**config.mk**
```make
export PLATFORM = sky130hd
export DESIGN_NAME = rsc_reset_ctrl
export DESIGN_NICKNAME = d
export VERILOG_FILES = /design/src/verilog/rsc_reset_ctrl.v
export VERILOG_INCLUDE_DIRS = /design/src /design/src/verilog
export SDC_FILE = /design/constraint.sdc
export NUM_CORES = 1
export LEC_CHECK = 0
export BUFFER_PORTS_ARGS = -buffer_cell sky130_fd_sc_hd__buf_4
export CAP_MARGIN = 20
export CORE_UTILIZATION = 51
export DETAILED_ROUTE_END_ITERATION = 12
export PLACE_DENSITY_LB_ADDON = 0.15
export SKIP_LAST_GASP = 1
export SLEW_MARGIN = 5
export SYNTH_ARGS = -nofsm -noshare
export SYNTH_HDL_FRONTEND = slang
export SYNTH_SLANG_ARGS = --single-unit
```
**constraint.sdc**
```tcl
create_clock -name mclk -period 3.7 [get_ports mclk]
set_clock_uncertainty 0.15 [all_clocks]
set_input_delay 0.37 -clock mclk [delete_from_list [all_inputs] [get_ports mclk]]
set_output_delay 0.37 -clock mclk [all_outputs]
set_load 0.005 [all_outputs]
```
**src/verilog/rsc_map.vh**
```
// register map, field positions, reset values and timing counts of the reset source controller
`ifndef RSC_MAP_VH
`define RSC_MAP_VH

// register indices; byte address is four times the index
`define RSC_IDX_RESET_CAUSE    16'h000B
`define RSC_IDX_WDT_OPTION     16'hFFDB
`define RSC_IDX_STARTUP_OPTION 16'hFFFF
`define RSC_IDX_PROTECT        16'h0020
`define RSC_IDX_PROC_MODE0     16'h0021
`define RSC_IDX_SUPPLY_CTRL    16'h0022
`define RSC_IDX_CLOCK_CTRL     16'h0023
`define RSC_IDX_FLASH_ERASE    16'h0024

// reset_cause_flags fields
`define RSC_CAUSE_COLD_WARM    0
`define RSC_CAUSE_PIN          1
`define RSC_CAUSE_SOFT         2
`define RSC_CAUSE_WDT          3
`define RSC_CAUSE_RSVD7        7

// protect_register / processor_mode_reg0 / other control fields
`define RSC_PROTECT_UNLOCK     1
`define RSC_PM0_SOFT_RESET     3
`define RSC_SUPPLY_RESET_EN    0
`define RSC_CLOCK_LOCO_DIV1    0
`define RSC_ERASE_STARTUP      0
`define RSC_ERASE_WDT          1

// startup_option_byte fields
`define RSC_OPT_WDT_AUTOSTART  0
`define RSC_OPT_PROTECT_SEL    2
`define RSC_OPT_PROTECT_DIS    3
`define RSC_OPT_THRESH_LO      4
`define RSC_OPT_THRESH_HI      5
`define RSC_OPT_SUPPLY_START   6
`define RSC_OPT_CSPROT_INIT    7

// watchdog_option_byte fields
`define RSC_OPT2_UFLOW_LO      0
`define RSC_OPT2_UFLOW_HI      1
`define RSC_OPT2_WINDOW_LO     2
`define RSC_OPT2_WINDOW_HI     3

// reset values
`define RSC_ERASED_BYTE        8'hFF
`define RSC_CAUSE_RESET        8'h00

// timing
`define RSC_POR_LOCO_COUNT     6'h20
`define RSC_RST_STRETCH        5'h10

`endif

```
**src/verilog/rsc_reset_ctrl.v**
```verilog
// reset source controller: cause merge, cause flags, option byte decode
`timescale 1ns/1ps
`default_nettype none
`include "rsc_map.vh"

module rsc_reset_ctrl (
  // clock and power-up reset
  input  wire        mclk,
  input  wire        sys_rst,
  // avalon-mm slave
  input  wire [17:0] avs_address,
  input  wire        avs_read,
  input  wire        avs_write,
  input  wire [31:0] avs_writedata,
  input  wire [3:0]  avs_byteenable,
  output reg  [31:0] avs_readdata,
  output reg         avs_waitrequest,
  // reset sources
  input  wire        ext_reset_n,
  input  wire        supply_below_threshold,
  input  wire        lsclk_in,
  input  wire        wdt_underflow,
  input  wire        wdt_reset_select,
  // merged reset and start-up state
  output reg         cpu_rst,
  output reg         reset_vector_fetch,
  output reg         cpu_clk_loco_div1,
  // decoded options
  output reg  [1:0]  detect_threshold_zero,
  output reg         supply_monitor_active,
  output reg         watchdog_autostart_select,
  output reg         code_protect_active,
  output reg         count_source_protect_init,
  output reg  [1:0]  wdt_underflow_sel,
  output reg  [1:0]  refresh_window_sel
);

  // input synchronisers
  reg        pin_meta_reg;
  reg        pin_sync_reg;
  reg        vlow_meta_reg;
  reg        vlow_sync_reg;
  reg        ls_meta_reg;
  reg        ls_sync_reg;
  reg        ls_prev_reg;

  // registers
  reg        cold_warm_start_flag_reg;
  reg        pin_reset_seen_reg;
  reg        soft_reset_seen_reg;
  reg        watchdog_reset_seen_reg;
  reg        cause_rsvd7_reg;
  reg [7:0]  startup_option_byte_reg;
  reg [7:0]  watchdog_option_byte_reg;
  reg        mode_reg_write_unlock_reg;
  reg        software_reset_request_bit_reg;
  reg        supply_monitor_reset_enable_reg;

  // reset sequencing
  reg        por_hold_reg;
  reg [5:0]  por_count_reg;
  reg [4:0]  stretch_reg;
  reg        rst_stage_reg;

  wire        pin_event;
  wire        supply_event;
  wire        wdt_event;
  wire        soft_event;
  wire        cause_any;
  wire        ls_rise;
  wire [15:0] idx;
  wire        access;
  wire        wr_en;
  wire        rd_lo;
  wire [7:0]  wbyte;
  reg  [7:0]  rd_byte;

  assign idx    = avs_address[17:2];
  assign access = (avs_read | avs_write) & avs_waitrequest;
  assign wr_en  = avs_write & ~avs_waitrequest & avs_byteenable[0];
  assign rd_lo  = avs_byteenable[0];
  assign wbyte  = avs_writedata[7:0];
  assign ls_rise = ls_sync_reg & ~ls_prev_reg;

  assign pin_event    = ~pin_sync_reg;
  assign supply_event = vlow_sync_reg
                        & supply_monitor_reset_enable_reg;
  assign wdt_event    = wdt_underflow & wdt_reset_select;
  assign soft_event   = software_reset_request_bit_reg;
  assign cause_any    = pin_event | supply_event | wdt_event
                        | soft_event | por_hold_reg;

  // pin, supply and slow oscillator each cross into mclk through two stages
  always @(posedge mclk or posedge sys_rst) begin
    if (sys_rst) begin
      // idle level of the pin, so release of power-up reset shows no pin cause
      pin_meta_reg  <= 1'b1;
      pin_sync_reg  <= 1'b1;
      vlow_meta_reg <= 1'b1;
      vlow_sync_reg <= 1'b1;
      ls_meta_reg   <= 1'b0;
      ls_sync_reg   <= 1'b0;
      ls_prev_reg   <= 1'b0;
    end else begin
      pin_meta_reg  <= ext_reset_n;
      pin_sync_reg  <= pin_meta_reg;
      vlow_meta_reg <= supply_below_threshold;
      vlow_sync_reg <= vlow_meta_reg;
      ls_meta_reg   <= lsclk_in;
      ls_sync_reg   <= ls_meta_reg;
      ls_prev_reg   <= ls_sync_reg;
    end
  end

  // power-up and supply-drop hold: count slow clocks once supply is good
  always @(posedge mclk or posedge sys_rst) begin
    if (sys_rst) begin
      por_hold_reg  <= 1'b1;
      por_count_reg <= 6'h00;
    end else if (supply_event) begin
      por_hold_reg  <= 1'b1;
      por_count_reg <= 6'h00;
    end else if (por_hold_reg & ~vlow_sync_reg & ls_rise) begin
      if (por_count_reg == `RSC_POR_LOCO_COUNT - 6'h01) begin
        por_hold_reg  <= 1'b0;
        por_count_reg <= 6'h00;
      end else begin
        por_count_reg <= por_count_reg + 6'h01;
      end
    end
  end

  // stretch then release through a second flop so the cpu sees a clean edge
  always @(posedge mclk or posedge sys_rst) begin
    if (sys_rst) begin
      stretch_reg        <= `RSC_RST_STRETCH;
      rst_stage_reg      <= 1'b1;
      cpu_rst            <= 1'b1;
      reset_vector_fetch <= 1'b0;
    end else begin
      if (cause_any) begin
        stretch_reg <= `RSC_RST_STRETCH;
      end else if (stretch_reg != 5'h00) begin
        stretch_reg <= stretch_reg - 5'h01;
      end
      rst_stage_reg      <= cause_any | (stretch_reg != 5'h00);
      cpu_rst            <= rst_stage_reg;
      reset_vector_fetch <= cpu_rst & ~rst_stage_reg;
    end
  end

  // cause flags survive the cpu reset; only power-up and a monitored supply drop clear them all
  always @(posedge mclk or posedge sys_rst) begin
    if (sys_rst) begin
      cold_warm_start_flag_reg <= 1'b0;
    end else if (supply_event) begin
      // flag keeps its value when the monitor is off; nothing defines it
      cold_warm_start_flag_reg <= 1'b0;
    end else if (wr_en && idx == `RSC_IDX_RESET_CAUSE &&
                 wbyte[`RSC_CAUSE_COLD_WARM]) begin
      cold_warm_start_flag_reg <= 1'b1;
    end
  end

  // reserved top bit only stores what software writes
  always @(posedge mclk or posedge sys_rst) begin
    if (sys_rst) begin
      cause_rsvd7_reg <= 1'b0;
    end else if (wr_en && idx == `RSC_IDX_RESET_CAUSE) begin
      cause_rsvd7_reg <= wbyte[`RSC_CAUSE_RSVD7];
    end
  end

  // a new cause sets its own flag and clears the other two
  always @(posedge mclk or posedge sys_rst) begin
    if (sys_rst) begin
      pin_reset_seen_reg <= 1'b0;
    end else if (supply_event) begin
      pin_reset_seen_reg <= 1'b0;
    end else if (pin_event | soft_event | wdt_event) begin
      pin_reset_seen_reg <= pin_event;
    end
  end

  always @(posedge mclk or posedge sys_rst) begin
    if (sys_rst) begin
      soft_reset_seen_reg <= 1'b0;
    end else if (supply_event) begin
      soft_reset_seen_reg <= 1'b0;
    end else if (pin_event | soft_event | wdt_event) begin
      soft_reset_seen_reg <= soft_event;
    end
  end

  always @(posedge mclk or posedge sys_rst) begin
    if (sys_rst) begin
      watchdog_reset_seen_reg <= 1'b0;
    end else if (supply_event) begin
      watchdog_reset_seen_reg <= 1'b0;
    end else if (pin_event | soft_event | wdt_event) begin
      watchdog_reset_seen_reg <= wdt_event;
    end
  end

  // option bytes: flash model, erase to ones, programming only clears bits
  always @(posedge mclk or posedge sys_rst) begin
    if (sys_rst) begin
      startup_option_byte_reg  <= `RSC_ERASED_BYTE;
      watchdog_option_byte_reg <= `RSC_ERASED_BYTE;
    end else if (wr_en) begin
      if (idx == `RSC_IDX_FLASH_ERASE && wbyte[`RSC_ERASE_STARTUP])
        startup_option_byte_reg <= `RSC_ERASED_BYTE;
      else if (idx == `RSC_IDX_STARTUP_OPTION)
        startup_option_byte_reg <= startup_option_byte_reg & wbyte;
      if (idx == `RSC_IDX_FLASH_ERASE && wbyte[`RSC_ERASE_WDT])
        watchdog_option_byte_reg <= `RSC_ERASED_BYTE;
      else if (idx == `RSC_IDX_WDT_OPTION)
        watchdog_option_byte_reg <= watchdog_option_byte_reg & wbyte;
    end
  end

  // special registers reloaded by every internal reset; supply enable from the option byte, slow clock selected
  always @(posedge mclk or posedge sys_rst) begin
    if (sys_rst) begin
      mode_reg_write_unlock_reg       <= 1'b0;
      software_reset_request_bit_reg  <= 1'b0;
      supply_monitor_reset_enable_reg <= 1'b0;
      cpu_clk_loco_div1               <= 1'b1;
    end else if (cpu_rst) begin
      mode_reg_write_unlock_reg       <= 1'b0;
      software_reset_request_bit_reg  <= 1'b0;
      supply_monitor_reset_enable_reg <=
        ~startup_option_byte_reg[`RSC_OPT_SUPPLY_START];
      cpu_clk_loco_div1               <= 1'b1;
    end else if (wr_en) begin
      if (idx == `RSC_IDX_PROTECT)
        mode_reg_write_unlock_reg <= wbyte[`RSC_PROTECT_UNLOCK];
      if (idx == `RSC_IDX_PROC_MODE0 && mode_reg_write_unlock_reg)
        software_reset_request_bit_reg <=
          wbyte[`RSC_PM0_SOFT_RESET];
      if (idx == `RSC_IDX_SUPPLY_CTRL)
        supply_monitor_reset_enable_reg <= wbyte[`RSC_SUPPLY_RESET_EN];
      if (idx == `RSC_IDX_CLOCK_CTRL)
        cpu_clk_loco_div1 <= wbyte[`RSC_CLOCK_LOCO_DIV1];
    end
  end

  // the threshold code reaches the detector continuously
  always @(posedge mclk or posedge sys_rst) begin
    if (sys_rst) begin
      detect_threshold_zero <= 2'h3;
    end else begin
      // one code serves both power-on and monitor detection
      detect_threshold_zero <= {
        startup_option_byte_reg[`RSC_OPT_THRESH_HI],
        startup_option_byte_reg[`RSC_OPT_THRESH_LO]};
    end
  end

  always @(posedge mclk or posedge sys_rst) begin
    if (sys_rst) begin
      supply_monitor_active <= 1'b0;
    end else begin
      supply_monitor_active <= supply_monitor_reset_enable_reg;
    end
  end

  // the other options are latched only while the cpu is held in reset,
  // so a later flash write cannot change a running configuration
  always @(posedge mclk or posedge sys_rst) begin
    if (sys_rst) begin
      watchdog_autostart_select <= 1'b0;
    end else if (cpu_rst) begin
      watchdog_autostart_select <=
        ~startup_option_byte_reg[`RSC_OPT_WDT_AUTOSTART];
    end
  end

  always @(posedge mclk or posedge sys_rst) begin
    if (sys_rst) begin
      code_protect_active <= 1'b0;
    end else if (cpu_rst) begin
      code_protect_active <=
        startup_option_byte_reg[`RSC_OPT_PROTECT_SEL] &
        ~startup_option_byte_reg[`RSC_OPT_PROTECT_DIS];
    end
  end

  always @(posedge mclk or posedge sys_rst) begin
    if (sys_rst) begin
      count_source_protect_init <= 1'b0;
    end else if (cpu_rst) begin
      count_source_protect_init <=
        ~startup_option_byte_reg[`RSC_OPT_CSPROT_INIT];
    end
  end

  always @(posedge mclk or posedge sys_rst) begin
    if (sys_rst) begin
      wdt_underflow_sel <= 2'h3;
    end else if (cpu_rst) begin
      wdt_underflow_sel <= {
        watchdog_option_byte_reg[`RSC_OPT2_UFLOW_HI],
        watchdog_option_byte_reg[`RSC_OPT2_UFLOW_LO]};
    end
  end

  always @(posedge mclk or posedge sys_rst) begin
    if (sys_rst) begin
      refresh_window_sel <= 2'h3;
    end else if (cpu_rst) begin
      refresh_window_sel <= {
        watchdog_option_byte_reg[`RSC_OPT2_WINDOW_HI],
        watchdog_option_byte_reg[`RSC_OPT2_WINDOW_LO]};
    end
  end

  // read mux; unmapped indices read zero
  always @* begin
    rd_byte = 8'h00;
    case (idx)
      `RSC_IDX_RESET_CAUSE: begin
        rd_byte = {cause_rsvd7_reg, 3'b000, watchdog_reset_seen_reg,
                   soft_reset_seen_reg, pin_reset_seen_reg,
                   cold_warm_start_flag_reg};
      end
      `RSC_IDX_STARTUP_OPTION: begin
        rd_byte = startup_option_byte_reg;
      end
      `RSC_IDX_WDT_OPTION: begin
        rd_byte = watchdog_option_byte_reg;
      end
      `RSC_IDX_PROTECT: begin
        rd_byte = {6'h00, mode_reg_write_unlock_reg, 1'b0};
      end
      `RSC_IDX_PROC_MODE0: begin
        rd_byte = {4'h0, software_reset_request_bit_reg, 3'b000};
      end
      `RSC_IDX_SUPPLY_CTRL: begin
        rd_byte = {7'h00, supply_monitor_reset_enable_reg};
      end
      `RSC_IDX_CLOCK_CTRL: begin
        rd_byte = {7'h00, cpu_clk_loco_div1};
      end
      default: begin
        rd_byte = 8'h00;
      end
    endcase
  end

  // one wait cycle per access gives the read mux a full clock
  always @(posedge mclk or posedge sys_rst) begin
    if (sys_rst) begin
      avs_waitrequest <= 1'b1;
      avs_readdata    <= 32'h00000000;
    end else begin
      avs_waitrequest <= ~access;
      if (access && avs_read) begin
        avs_readdata <= {24'h000000, rd_lo ? rd_byte : 8'h00};
      end
    end
  end

endmodule // rsc_reset_ctrl

`default_nettype wire

```
==> reports/metrics.cfg, run 1 <==
[grt]
grt_usage_pct=21.52
grt_max_degree=51
grt_use_met1_pct=30.52
gr-total-overflow=0
grt_use_met2_pct=31.03
antenna_found_initial=0
grt_busiest_layer=met2
grt_pass1_vias=2120
met3_usage_pct=5.257
grt_pass1_wl_um=10140

[clock_network]
cts_buffers=9
clkTransAtPathRegs_ps=70
cts_htree_levels=3
worstSkewPairLatency_ps=340
cts_root_buf=clkbuf_8
post_cts_resized=0
cts_num_sinks=66
cts_tree=done
cts_max_path_buffers=2

[final_layout]
stdcell_count=434
register_area_um2=1692
stdcell_area_um2=3790
syn2layout_area_growth_pct=22.38
final_layout_size_suffix_gt1_share_pct=33.43
layout.nets=420
multi_input_area_um2=1265
final_common_cell=buf_4
final_cell_mix=56 x buf_4, 44 x nand2_1, 34 x dfrtp_1
nFillCells=506
num_antenna_cells=0

[timing]
whs_ps=41.65
finalHoldViolCount=0
rsz0062_at_grt=false
fin_tns_setup_ps=0
period_minus_slack_ps=1879
period_share_pct=50.79
slew_viol_final=0
worst_pin_slew_ps=760.4
relSlewSlack_pct=49.09
fmax_mhz=532.1
finalSetupViolCount=0

[placed_design]
io_buffers=55
place.gp.congestion=0.8848
place_hpwl_um=4345
dpl_cell_area_um2=3497
dpl.cell_count=413

[floorplanning]
die_h_um=79.93
core-area_um2=5886
initial_core_util_pct=52.61
dieArea_um2=6388
num_rows=28
die_w_um=79.93
io_pins=109

[hold_path]
hold-path-endpoint=avs_waitrequest$_DFF_PP1_
min_path_type=in -> reg
hold-path-cell-count=2
min_from=avs_read

[drt]
drc=0
num_vias=2323
viasPerCell=5.353
avgRoutedWirePerCell_um=14.65
firstDrtPassIters=5
totalWireLength_um=6358
drt-initial-drc-count=190
ant_nets=0

[yosys]
synth_cells=287
ys_seq_area_share_pct=54.63
synth_warnings=0
synth.distinct_cells=51
syn_area_um2=3097
syn_avg_cell_area_um2=10.79
synth_ff_type=dfrtp_1
synth_edf_count=0
async_flop_share_pct=100.0
ys_ff_latch=66

[power]
leakagePower_nw=1.770
irDropWorstVdd_mv=0.2379
powerDensity_nw_per_um2=408.8

[critical_path]
arrival_ps=1990
r2r_setup_slack_ps=1890
r2r-start=vlow_sync_reg$_DFF_PP1_
worstPathCellList=buf_4 > nand4_1 > nor4_4 > nand2_2 > o21ai_1 > nand2_1
cp-end-kind=flop
worst_setup_path_start_kind=input pin
rr_worst_depth=4
slowest_delay_ps=730
r2r_end=por_count_reg[3]$_DFFE_PP0P_
critPathMaxFanout=10
crit_required_ps=3810
path_class=in -> reg
slowest_stage=nor4_4
crit_start=avs_address[16]

[run_status]
status=complete, no violations

[job]
max-cap-violations=0

## how the worst max path moves through the flow
stage | endpoint | slack (ps) | cells past startpoint
floorplan | avs_readdata[0]$_DFFE_PP0P_ | 1580 | 1
global placement | avs_readdata[2]$_DFFE_PP0P_ | 1500 | 5
detailed placement | startup_option_byte_reg[4]$_DFFE_PP1P_ | 1470 | 6
CTS | startup_option_byte_reg[4]$_DFFE_PP1P_ | 1840 | 6
global route | startup_option_byte_reg[4]$_DFFE_PP1P_ | 1680 | 6
finish | startup_option_byte_reg[1]$_DFFE_PP1P_ | 1820 | 6
## synth_stat cells (3+ instances only)
cell	count	share of area (%)
mux2i_1	8	2.6
nor4_1	6	1.2
nand2_1	44	5.3
dfstp_2	32	27
nand3_1	12	1.9
nor3_1	5	0.81
buf_4	25	6.1
nand3b_1	4	0.97
a221oi_1	3	0.85
inv_1	7	0.85
xor2_1	3	0.85
nor2_1	18	2.2
dfrtp_1	34	27
mux2_2	5	1.8
o21ai_1	22	3.6
a21oi_1	10	1.6
ha_1	3	1.2
nand2b_1	3	0.61
nand4_1	5	1.0
## layout make-up
class / count / area share (%)
flip-flops and latches: 66 / 44.64
multi-input cells: 209 / 33.38
repair buffers: 61 / 12.68
clock buffers: 10 / 3.367
clock inverters: 6 / 2.773
well taps: 75 / 2.476
inverters: 7 / 0.6933
## stage by stage
| step | total power, W | utilization (%) | setup WS, ps |
|---|---|---|---|
| after floorplan | 0.0008128 | - | 1578 |
| after global placement | 0.0008409 | 59.42 | 1495 |
| after detailed placement | 0.0008423 | 59.42 | 1472 |
| after CTS | 0.001559 | 63.88 | 1836 |
| after global routing | 0.001610 | 64.39 | 1684 |
| final | 0.001549 | 64.39 | 1821 |
## cell families after synthesis
logic type                 after synthesis  synth area share, %
AOI/OAI and AO/OA                       50                10.34
xor gates and xnor gates                 5                1.414
adders and majority gates                3                1.212
buffers and inverters                   35                7.313
DFF                                     66                54.63
muxes                                   14                4.768
other                                    1               0.1211
and+or+nand+nor                        113                20.20
## layer usage
layer / up-vias / share of wire, %
met5: - / 0
met4: 0 / 1.5
met3: 10 / 7.6
met1: 1093 / 47
met2: 110 / 44
li1: 1110 / -
## report_power, final
part / internal [W] / leakage (nW) / switching (W)
registers: 0.000734 / 0.777 / 0.00000589
clock network: 0.000444 / 0.120 / 0.000269
logic: 0.0000407 / 0.873 / 0.0000556
## critical path, delay by kind of cell
kind | cells | cell delay (ps)
buf+inv | 1 | 80
simple gates | 4 | 1310
compound gates | 1 | 220
## what timing repair did
item,in CTS,in global routing
endpoints found under the hold margin,3,4
setup buffers,0,0
hold buffers,3,1
Power figures use the tool's default switching activity.
==> run 2, diff against run 1 <==
--- a/config.mk
+++ b/config.mk
@@ -8,7 +8,7 @@
 export LEC_CHECK = 0
 export BUFFER_PORTS_ARGS = -buffer_cell sky130_fd_sc_hd__buf_4
 export CAP_MARGIN = 20
-export CORE_UTILIZATION = 51
+export CORE_UTILIZATION = 45
 export DETAILED_ROUTE_END_ITERATION = 12
 export PLACE_DENSITY_LB_ADDON = 0.15
 export SKIP_LAST_GASP = 1
==> constraint.sdc (replaced) <==
create_clock -name mclk -period 1.5 [get_ports mclk]
set_clock_uncertainty 0.15 [all_clocks]
set_input_delay 0.15 -clock mclk [delete_from_list [all_inputs] [get_ports mclk]]
set_output_delay 0.15 -clock mclk [all_outputs]
set_load 0.005 [all_outputs]
==> reports/metrics.cfg, run 2 (same netlist as run 1, synthesis figures left out) <==
[run_status]
status=finished with violations  ; was complete, no violations
violations=DRC, setup timing

[drt]
avgRoutedWirePerCell_um=15.12  ; was 14.65 um
drc=9  ; was 0
ant_nets=0  ; unchanged
num_vias=2555  ; was 2323
totalWireLength_um=7455  ; was 6358 um
viasPerCell=5.183  ; was 5.353
drt-initial-drc-count=117  ; was 190
firstDrtPassIters=9  ; was 5

[final_layout]
final_layout_size_suffix_gt1_share_pct=50.00  ; was 33.43%
nFillCells=505  ; was 506
syn2layout_area_growth_pct=44.28  ; was 22.38%
num_antenna_cells=0  ; unchanged
register_area_um2=1692  ; unchanged
final_cell_mix=97 x buf_4, 34 x dfrtp_1, 32 x dfstp_2  ; was 56 x buf_4, 44 x nand2_1, 34 x dfrtp_1
final_common_cell=buf_4  ; unchanged
layout.nets=477  ; was 420
multi_input_area_um2=1486  ; was 1265 um^2

[floorplanning]
dieArea_um2=7217  ; was 6388 um^2
core-area_um2=6495  ; was 5886 um^2
initial_core_util_pct=47.68  ; was 52.61%
die_w_um=84.96  ; was 79.93 um
num_rows=29  ; was 28
io_pins=109  ; unchanged
die_h_um=84.96  ; was 79.93 um

[job]
max-cap-violations=0  ; unchanged

[timing]
slew_viol_final=0  ; unchanged
finalHoldViolCount=0  ; unchanged
finalSetupViolCount=21  ; was 0
period_minus_slack_ps=1568
worst_slack_ps=-68.49  ; was 1821 ps
rsz0062_at_grt=true  ; was false
period_share_pct=104.6
fmax_mhz=637.6

[placed_design]
pre_cts_ws_ps=-264.5  ; was 1472 ps
place.gp.congestion=0.7957  ; was 0.8848
place_hpwl_um=4930  ; was 4345 um
io_buffers=55  ; unchanged

[grt]
gr-total-overflow=0  ; unchanged
grt_usage_pct=21.60  ; was 21.52%
grt_pass1_vias=2474  ; was 2120
grt_pass1_wl_um=11850  ; was 10140 um
grt_max_degree=67  ; was 51
antenna_found_initial=0  ; unchanged

[power]
combPwrFrac_pct=9.5  ; was 6.2%
switchingPower_w=0.0008985  ; was 0.0003304 W
p_int_w=0.002753  ; was 0.001219 W
sw_frac_of_total_pct=24.61  ; was 21.32%
pwr-share-seq_pct=49.9  ; was 47.8%
irDropWorstVdd_mv=0.6355  ; was 0.2379 mV
clkPwrFrac_pct=40.6  ; was 46.0%
power_w=0.003651  ; was 0.001549 W
leakagePower_nw=2.113  ; was 1.770 nW
powerDensity_nw_per_um2=817.1  ; was 408.8 nW/um^2

[critical_path]
worst_setup_path_start_kind=flop  ; was input pin
worstPathCellList=nand3b_1 > buf_6 > nor4b_4 > mux2i_1 > nor2_1  ; was buf_4 > nand4_1 > nor4_4 > nand2_2 > o21ai_1 > nand2_1
crit_required_ps=1580  ; was 3810 ps
cp.buffers_inverters=1  ; unchanged
r2r_setup_slack_ps=-70  ; was 1890 ps
slowest_stage=dfstp_2  ; was nor4_4
cpLargestDelayFamily=simple AND/OR/NAND/NOR gates  ; unchanged
path_class=reg -> reg  ; was in -> reg
critPathMaxFanout=3  ; was 10
slowest_delay_ps=370  ; was 730 ps
arrival_ps=1650  ; was 1990 ps
cp-end-kind=flop  ; unchanged

[hold_path]
min_path_type=in -> reg  ; unchanged

[clock_network]
worstSkewPairLatency_ps=350  ; was 340 ps
cts_max_path_buffers=2  ; unchanged
cts_tree=done  ; unchanged
cts_buffers=9  ; unchanged
cts_htree_levels=3  ; unchanged
cts_root_buf=clkbuf_8  ; unchanged
cts_num_sinks=66  ; unchanged
clkTransAtPathRegs_ps=70  ; about the same

-- run 2: cell types whose count changed in the layout (fill, tap and decap cells not counted), moves of 3 or more --
cell,delta
buf_4,+41
nand2_1,-20
nand2_2,+15
dlygate4sd3_1,+10
nand2_4,+5
buf_6,+4
nor4_1,-4
clkinvlp_4,+3
nor3_1,-3
-- run 2: worst register-to-register path: stages, from the launching register on --
cell,delay [ps]
dfstp_2,370
nand3b_1,260
buf_6,200
nor4b_4,210
mux2i_1,210
nor2_1,60
-- run 2: power groups by stage --
stage | sequential, W | combinational [W] | clock, W
after floorplan | 0.00185 | 0.000158 | 0
after global placement | 0.00185 | 0.000287 | 0
after detailed placement | 0.00185 | 0.000291 | 0
after CTS | 0.00182 | 0.000338 | 0.00151
after global routing | 0.00182 | 0.000380 | 0.00159
final | 0.00182 | 0.000346 | 0.00148
-- run 2: final cells by class --
| type | instances | share of cell area, % |
|---|---|---|
| well taps | 77 | 2.156 |
| inverters | 7 | 0.6721 |
| flip-flops and latches | 66 | 37.86 |
| repair buffers | 118 | 21.67 |
| multi-input cells | 209 | 33.27 |
| clock buffers | 10 | 2.856 |
| clock inverters | 6 | 1.512 |
-- run 2: path summary, 6_finish.rpt --
check                      depth (start not counted)                       from                                    end
max in group asynchronous                          4                    sys_rst              avs_waitrequest$_DFF_PP1_
hold / removal                                     3           wdt_reset_select    watchdog_reset_seen_reg$_DFFE_PP0P_
min in group asynchronous                          4                    sys_rst                  ls_prev_reg$_DFF_PP0_
setup reg to reg                                   5  avs_waitrequest$_DFF_PP1_  mode_reg_write_unlock_reg$_DFFE_PP0P_
hold reg to reg                                    0      ls_meta_reg$_DFF_PP0_                  ls_sync_reg$_DFF_PP0_
setup / recovery                                   5  avs_waitrequest$_DFF_PP1_  mode_reg_write_unlock_reg$_DFFE_PP0P_
-- run 2: metrics by stage --
step	utilization, %	TNS [ps]	cell area, um^2	hold slack (ps)	instances
5_1_grt	68.79	-2277	4468	1.966	493
6_report	68.79	-567.2	4468	17.91	493
3_5_place_dp	59.62	-5222	3872	109.6	457
3_3_place_gp	59.62	-4344	3872	108.3	457
4_1_cts	67.08	-507.3	4357	0.1014	488
2_1_floorplan	-	-926.8	3224	4.478	310
-- run 2: what timing repair did --
action | in CTS | in global routing
pin swaps | 10 | 12
buffers inserted | 1 | 6
setup endpoints to repair | 25 | 39
gates resized for setup | 38 | 20
endpoints found under the hold margin | 59 | 1
cloned | 0 | 0
hold buffers | 14 | 1
-- run 2: metal layers --
metal	GRT usage (%)	vias to the layer above	wire length, um
met4	8.629	0	117
met1	28.17	1244	3427
met5	0	-	0
met2	34.46	81	3513
met3	5.739	9	395
li1	-	1221	-
